==> src/common/sbt_pkg.sv <==
package sbt_pkg;

   // ******************************************************************
   // Register sizes and capture patterns
   // ******************************************************************
   localparam int IR_LEN = 3;
   localparam int ID_LEN = 32;
   localparam int BSR_LEN_X36 = 70;
   localparam int BSR_LEN_X18 = 51;
   localparam int SYNC_LEN = 2;
   localparam logic [1:0] IR_CAPT = 2'h1;
   localparam logic IR_CAPT_MSB = 1'h0;
   localparam logic BYP_CLEAR = 1'h0;

   // ******************************************************************
   // Instruction codes
   // ******************************************************************
   localparam logic [2:0] OP_EXTEST = 3'h0;
   localparam logic [2:0] OP_IDCODE_DEF = 3'h1;
   localparam logic [2:0] OP_SAMPLEZ_DEF = 3'h2;
   localparam logic [2:0] OP_SAMPLE_DEF = 3'h4;
   localparam logic [2:0] OP_BYPASS_DEF = 3'h7;

   // Arbitrary value, stands in for a maker code
   localparam logic [31:0] ID_VALUE_DEF = 32'h0000_0001;

   // ******************************************************************
   // Test-port states
   // ******************************************************************
   typedef enum logic [3:0] {
      ST_RESET  = 4'h0,
      ST_IDLE   = 4'h1,
      ST_SEL_DR = 4'h2,
      ST_CAP_DR = 4'h3,
      ST_SH_DR  = 4'h4,
      ST_EX1_DR = 4'h5,
      ST_PAU_DR = 4'h6,
      ST_EX2_DR = 4'h7,
      ST_UPD_DR = 4'h8,
      ST_SEL_IR = 4'h9,
      ST_CAP_IR = 4'hA,
      ST_SH_IR  = 4'hB,
      ST_EX1_IR = 4'hC,
      ST_PAU_IR = 4'hD,
      ST_EX2_IR = 4'hE,
      ST_UPD_IR = 4'hF
   } sbt_state_t;

   typedef enum logic [1:0] {
      DR_BYP = 2'h0,
      DR_ID  = 2'h1,
      DR_BSR = 2'h2
   } sbt_dr_sel_t;

endpackage

==> src/core/sbt_tap.sv <==
// Summary of operation
// Sample on test-clock rise, drive on fall
// Mode-select sampled on rise steers machine
// Data enters MSB, leaves from LSB
// Output changes on fall, driven only shifting
// Five high mode-select edges reset port
// Power-up reset leaves output high-impedance
// Current instruction picks one data register
// Three-bit instruction, identify after reset
// Capture-instruction loads 01 in low bits
// One-bit bypass, cleared when bypass applies
// Boundary register 70 or 51 bits
// Capture-data snapshots ring, shift-data shifts it
// Identify captures hardwired 32-bit value
// Decode all eight codes, three reserved
// New instruction only at update-instruction
// All-zeros acts as sample plus float
// Scanned data never drives memory pins
// Sample-with-float shifts ring, floats outputs
// Unused port keeps test clock low
// Update-data under sample changes nothing
// Bypass puts one bit between pins
// Standard sixteen-state test-access sequence
// Functional instruction codes are parameters
module sbt_tap #(
   parameter bit WIDE36 = 1'h1,
   parameter logic [31:0] ID_VALUE = sbt_pkg::ID_VALUE_DEF,
   parameter logic [2:0] OP_IDCODE = sbt_pkg::OP_IDCODE_DEF,
   parameter logic [2:0] OP_SAMPLEZ = sbt_pkg::OP_SAMPLEZ_DEF,
   parameter logic [2:0] OP_SAMPLE = sbt_pkg::OP_SAMPLE_DEF,
   parameter logic [2:0] OP_BYPASS = sbt_pkg::OP_BYPASS_DEF,
   localparam int BSR_LEN = WIDE36 ? sbt_pkg::BSR_LEN_X36
                                   : sbt_pkg::BSR_LEN_X18
) (
   input wire logic clk_i,
   input wire logic rst_i,
   input wire logic tck_i,
   input wire logic tms_i,
   input wire logic tdi_i,
   input wire logic [BSR_LEN-1:0] io_ring_i,
   output logic tdo_o,
   output logic tdo_oe_o,
   output logic mem_hiz_o
);
   import sbt_pkg::*;

   // ******************************************************************
   // State
   // ******************************************************************
   typedef struct packed {
      logic [SYNC_LEN:0] tck_sy;
      logic [SYNC_LEN-1:0] tms_sy;
      logic [SYNC_LEN-1:0] tdi_sy;
      logic [BSR_LEN-1:0] ring_m;
      logic [BSR_LEN-1:0] ring_s;
      sbt_state_t st;
      logic [IR_LEN-1:0] ir;
      logic [IR_LEN-1:0] ir_sh;
      logic byp;
      logic [ID_LEN-1:0] idr;
      logic [BSR_LEN-1:0] bsr;
      logic tdo;
      logic tdo_oe;
      logic hiz;
   } sbt_reg_t;

   sbt_reg_t r;
   sbt_reg_t next_r;
   sbt_state_t next_st;
   sbt_dr_sel_t sel;
   logic tck_rise;
   logic tck_fall;
   logic tms;
   logic tdi;
   logic shifting;
   logic lsb;

   // Second stages, plus the third for the test clock; the first stages feed nothing else
   assign tck_rise = r.tck_sy[1] & ~r.tck_sy[2];
   assign tck_fall = ~r.tck_sy[1] & r.tck_sy[2];
   assign tms = r.tms_sy[1];
   assign tdi = r.tdi_sy[1];

   // ******************************************************************
   // Instruction decode
   // ******************************************************************
   // Reserved codes fall back to bypass so a stray load stays harmless
   always_comb
   begin
      if (r.ir == OP_IDCODE)
         sel = DR_ID;
      else if (r.ir == OP_EXTEST || r.ir == OP_SAMPLE ||
               r.ir == OP_SAMPLEZ)
         sel = DR_BSR;
      else
         sel = DR_BYP;
   end

   // ******************************************************************
   // Test-access state sequence
   // ******************************************************************
   always_comb
   begin
      unique case (r.st)
         ST_RESET:  next_st = tms ? ST_RESET : ST_IDLE;
         ST_IDLE:   next_st = tms ? ST_SEL_DR : ST_IDLE;
         ST_SEL_DR: next_st = tms ? ST_SEL_IR : ST_CAP_DR;
         ST_CAP_DR: next_st = tms ? ST_EX1_DR : ST_SH_DR;
         ST_SH_DR:  next_st = tms ? ST_EX1_DR : ST_SH_DR;
         ST_EX1_DR: next_st = tms ? ST_UPD_DR : ST_PAU_DR;
         ST_PAU_DR: next_st = tms ? ST_EX2_DR : ST_PAU_DR;
         ST_EX2_DR: next_st = tms ? ST_UPD_DR : ST_SH_DR;
         ST_UPD_DR: next_st = tms ? ST_SEL_DR : ST_IDLE;
         ST_SEL_IR: next_st = tms ? ST_RESET : ST_CAP_IR;
         ST_CAP_IR: next_st = tms ? ST_EX1_IR : ST_SH_IR;
         ST_SH_IR:  next_st = tms ? ST_EX1_IR : ST_SH_IR;
         ST_EX1_IR: next_st = tms ? ST_UPD_IR : ST_PAU_IR;
         ST_PAU_IR: next_st = tms ? ST_EX2_IR : ST_PAU_IR;
         ST_EX2_IR: next_st = tms ? ST_UPD_IR : ST_SH_IR;
         ST_UPD_IR: next_st = tms ? ST_SEL_DR : ST_IDLE;
      endcase
   end

   assign shifting = (r.st == ST_SH_DR) || (r.st == ST_SH_IR);

   always_comb
   begin
      if (r.st == ST_SH_IR)
         lsb = r.ir_sh[0];
      else if (sel == DR_ID)
         lsb = r.idr[0];
      else if (sel == DR_BSR)
         lsb = r.bsr[0];
      else
         lsb = r.byp;
   end

   // ******************************************************************
   // Register updates
   // ******************************************************************
   always_comb
   begin
      next_r = r;
      next_r.tck_sy = {r.tck_sy[SYNC_LEN-1:0], tck_i};
      next_r.tms_sy = {r.tms_sy[0], tms_i};
      next_r.tdi_sy = {r.tdi_sy[0], tdi_i};
      // Ring runs on the memory clock; a value caught mid-change is
      // simply unreliable, never harmful
      next_r.ring_m = io_ring_i;
      next_r.ring_s = r.ring_m;
      if (tck_rise)
      begin
         next_r.st = next_st;
         if (r.st == ST_RESET)
            next_r.ir = OP_IDCODE;
         else if (r.st == ST_CAP_IR)
            next_r.ir_sh = {IR_CAPT_MSB, IR_CAPT};
         else if (r.st == ST_SH_IR)
            next_r.ir_sh = {tdi, r.ir_sh[IR_LEN-1:1]};
         else if (r.st == ST_UPD_IR)
         begin
            next_r.ir = r.ir_sh;
            if (r.ir_sh == OP_BYPASS)
               next_r.byp = BYP_CLEAR;
         end
         else if (r.st == ST_CAP_DR)
         begin
            if (sel == DR_ID)
               next_r.idr = ID_VALUE;
            else if (sel == DR_BSR)
               next_r.bsr = r.ring_s;
            else
               next_r.byp = BYP_CLEAR;
         end
         else if (r.st == ST_SH_DR)
         begin
            if (sel == DR_ID)
               next_r.idr = {tdi, r.idr[ID_LEN-1:1]};
            else if (sel == DR_BSR)
               next_r.bsr = {tdi, r.bsr[BSR_LEN-1:1]};
            else
               next_r.byp = tdi;
         end
         // Update-data holds everything: no preload path exists
      end
      if (tck_fall)
      begin
         next_r.tdo_oe = shifting;
         next_r.tdo = shifting ? lsb : 1'h0;
      end
      // Float only; the boundary cells never reach the pads
      next_r.hiz = (next_r.ir == OP_EXTEST) ||
                   (next_r.ir == OP_SAMPLEZ);
   end

   always_ff @(posedge clk_i)
   begin
      if (rst_i)
      begin
         r <= '0;
         r.st <= ST_RESET;
         r.ir <= OP_IDCODE;
      end
      else
         r <= next_r;
   end

   assign tdo_o = r.tdo;
   assign tdo_oe_o = r.tdo_oe;
   assign mem_hiz_o = r.hiz;

   // ******************************************************************
   // Checks
   // ******************************************************************
   logic [2:0] hi_cnt;

   always_ff @(posedge clk_i)
   begin
      if (rst_i)
         hi_cnt <= 3'h0;
      else if (tck_rise)
         hi_cnt <= !tms ? 3'h0 : (hi_cnt == 3'h5 ? 3'h5 : hi_cnt + 3'h1);
   end
endmodule

==> config.mk <==
export PLATFORM = sky130hd
export DESIGN_NAME = sbt_tap
export DESIGN_NICKNAME = d
export VERILOG_FILES = /design/src/common/sbt_pkg.sv /design/src/core/sbt_tap.sv
export SDC_FILE = /design/constraint.sdc
export NUM_CORES = 1
export LEC_CHECK = 0
export BUFFER_PORTS_ARGS = -buffer_cell sky130_fd_sc_hd__buf_2
export CORE_MARGIN = 10
export CORE_UTILIZATION = 47
export DETAILED_ROUTE_END_ITERATION = 10
export GPL_ROUTABILITY_DRIVEN = 0
export MAX_ROUTING_LAYER = met4
export PLACE_DENSITY = 0.65
export SLEW_MARGIN = 20
export SYNTH_ARGS = -nofsm -noshare
export SYNTH_HDL_FRONTEND = slang
export SYNTH_SLANG_ARGS = --single-unit
==> constraint.sdc <==
create_clock -name clk_i -period 2.6 [get_ports clk_i]
set_clock_uncertainty 0.1 [all_clocks]
set_input_delay 0.13 -clock clk_i [delete_from_list [all_inputs] [get_ports clk_i]]
set_output_delay 0.13 -clock clk_i [all_outputs]
set_load 0.005 [all_outputs]
==> out/results.ini <==
[status]
status = completed

[place]
port_buffers = 77
place_ws_ps = 549
placed_area_mm2 = 0.00951
hpwl_um = 9480
dp_cells = 1207

[timing]
max-slew-margin-rel_pct = 49.7
tightestPinTransition_ps = 754
report.final.hold_viol_count = 0
finalMaxSlewViolations = 0
finalCriticalPeriod_ps = 2050
max_freq_ghz = 0.488
rsz0062_at_grt = false
setup_viol = 0
fin_tns_setup_ps = 0
period_share_pct = 78.9
worst_slack_ps = 549

[power_and_ir_drop]
netSwitchingPower_w = 0.00167
internal_power_w = 0.00679
p_per_area_mw_per_mm2 = 755
p_leak_nw = 3.98
p_sw_share_pct = 19.7
power_frac_seq_pct = 49.3
p_clk_share_pct = 47.0
peakVddDrop_mv = 0.514
p_comb_share_pct = 3.7

[synth]
synth_nets = 1034
ys_warn_count = 0
netlist.area_leader.share_pct = 58.6
synth_top_area_cell = dfxtp_1
synth_area_mm2 = 0.00899
ys_seq_elements = 263
syn_area_per_cell_um2 = 9.38
synth.area.top_cells = dfxtp_1 59%, nor2b_1 11%, nand2_1 7.4%, a311oi_1 7.0%, nor2_1 3.4%
ys_seq_area_share_pct = 58.6
syn_inst = 959
ys_types = 40

[hold_path]
min_from = rst_i
hold_class = in -> reg

[die]
die_width_um = 158
start_util_pct = 47.9
io_pins = 78
die_h_um = 158
rows = 50
core_area_mm2 = 0.0188
die_area_mm2 = 0.0251

[clocking]
post_cts_resized = 0
clockBufferDepth = 3
cts.sinks = 263
cts_root_buf = clkbuf_16
path_clk_slew_ps = 60
cts_made_buffers = 27
htreeDepth = 1
clock_latency_ps = 520
cts_setup_buffers = 0
cts_tree = yes

[finish]
layout.nets = 1150
multiInputGateArea_mm2 = 0.00336
syn_to_final_growth_pct = 24.6
stdcell_area_mm2 = 0.0112
fill_cells = 1530
post-route-util_pct = 59.7
layout_common_cells = 263 x dfxtp_1, 177 x nand2_1, 152 x nor2b_1
stdcell_count = 1332
mostFrequentLayoutCell = dfxtp_1
drive_gt1_share_pct = 13.3
seq_area_mm2 = 0.00527

[global_routing]
grt_pass1_vias = 6204
grt_pass1_wl_um = 29200
grt_use_total_pct = 14.0
antenna_found_initial = 0
gr-total-overflow = 0
grt_max_degree = 123

[critical_path]
cp.required_ps = 2870
cp-start-kind = register
path_class = reg -> reg
crit_path_end_kind = register
critPathLaunch = r[113]
arrival_ps = 2320
crit_fanout = 25
r2r-start = r[113]

[flow_run]
maxCapViolCount = 0

[detailed_routing]
ant_nets = 0
dr.pass1.iters = 5
routed_wl_um = 17200
wl_per_cell_um = 12.9
route.detailed.drc = 0
drt-vias-per-instance = 4.90
vias = 6529
drtIter0Drc = 451

[worst paths after layout]
| kind | end | slack (ps) | cells past startpoint |
|---|---|---|---|
| worst min-delay path | next_r[162] | 140 | 2 |
| worst max register to register | r[66] | 550 | 5 |
| worst min register to register | r[178] | 330 | 1 |
| worst max-delay path | r[66] | 550 | 5 |
[worst max-delay path: stages (launching register included)]
cell,delay [ps]
dfxtp_1,550
nor2b_1,350
nand3b_1,360
buf_4,350
nand2_1,110
a311oi_1,90
[timing repair]
item / 4_1_cts / 5_1_grt
hold buffers: 73 / 0
hold endpoints to repair: 73 / 0
setup endpoints to repair: 0 / 0
[cell families (layout without fill, tap and decap cells)]
family	count (synthesis)	in the layout	synth area share, %
xor+xnor	3	3	0.292
simple gates	472	472	25.5
compound gates	135	135	11.1
fa+ha+maj	1	1	0.111
mux	2	2	0.223
other cells	0	2	0
flops	263	263	58.6
buf+inv	83	220	4.15
[final cells by class]
class	count	area share (%)
Sequential cell	263	47.0
Clock inverter	11	1.25
Antenna cell	2	0.0447
Inverter	3	0.101
Clock buffer	39	7.24
Tap cell	234	2.61
Timing Repair Buffer	167	11.7
Multi-Input combinational cell	613	30.0
[layer usage]
metal / up-vias / track usage (%) / part of all wire (%) / wire length, um
li1: 3436 / - / - / -
met3: 29 / 2.62 / 3.4 / 582
met1: 2982 / 18.4 / 48 / 8260
met2: 82 / 21.7 / 46 / 7970
met4: 0 / 4.37 / 2.0 / 346
met5: - / - / 0 / 0
[stage by stage]
| step | total power, W | hold slack, ps |
|---|---|---|
| 5_1_grt | 0.00876 | 195 |
| 4_1_cts | 0.00855 | 146 |
| 3_3_place_gp | 0.00448 | 238 |
| 6_report | 0.00845 | 142 |
| 2_1_floorplan | 0.00439 | 158 |
| 3_5_place_dp | 0.00448 | 242 |
[sequential cells by signal, indices dropped and copies added, names as in the netlist, named ones only]
register   flops
tdo_o          1
next_r        74
mem_hiz_o      1
tdo_oe_o       1
r            185
[power by group through the flow]
stage | combinational (W) | clock, W | sequential (W)
final | 0.000312 | 0.00398 | 0.00417
after global routing | 0.000347 | 0.00424 | 0.00417
after CTS | 0.000311 | 0.00407 | 0.00417
after detailed placement | 0.000226 | 0 | 0.00425
after global placement | 0.000224 | 0 | 0.00426
after floorplan | 0.000144 | 0 | 0.00424
[synthesized netlist by cell type]
library cell / count
nand2b_1: 4
nor3b_1: 3
buf_6: 4
o21ai_0: 6
maj3_1: 1
o211ai_1: 1
mux2i_1: 2
or4b_1: 1
buf_1: 3
or3_1: 1
a22oi_1: 3
and3_1: 3
o211a_1: 2
nor2_1: 81
clkbuf_1: 52
inv_1: 3
a31oi_1: 2
nor2b_1: 152
a311oi_1: 72
o211ai_2: 1
xnor2_1: 3
nand3_1: 36
a41oi_1: 1
and4_1: 1
nand2_1: 177
o32ai_1: 1
nor4_1: 1
a2111oi_0: 1
nor4b_1: 1
a211oi_1: 6
nor4b_4: 1
nand4_1: 1
and4bb_1: 1
or2_2: 1
nor3_1: 5
buf_2: 19
dfxtp_1: 263
buf_4: 2
a21oi_1: 39
nand3b_1: 2
No activity file was read; power rests on OpenSTA's default activity.
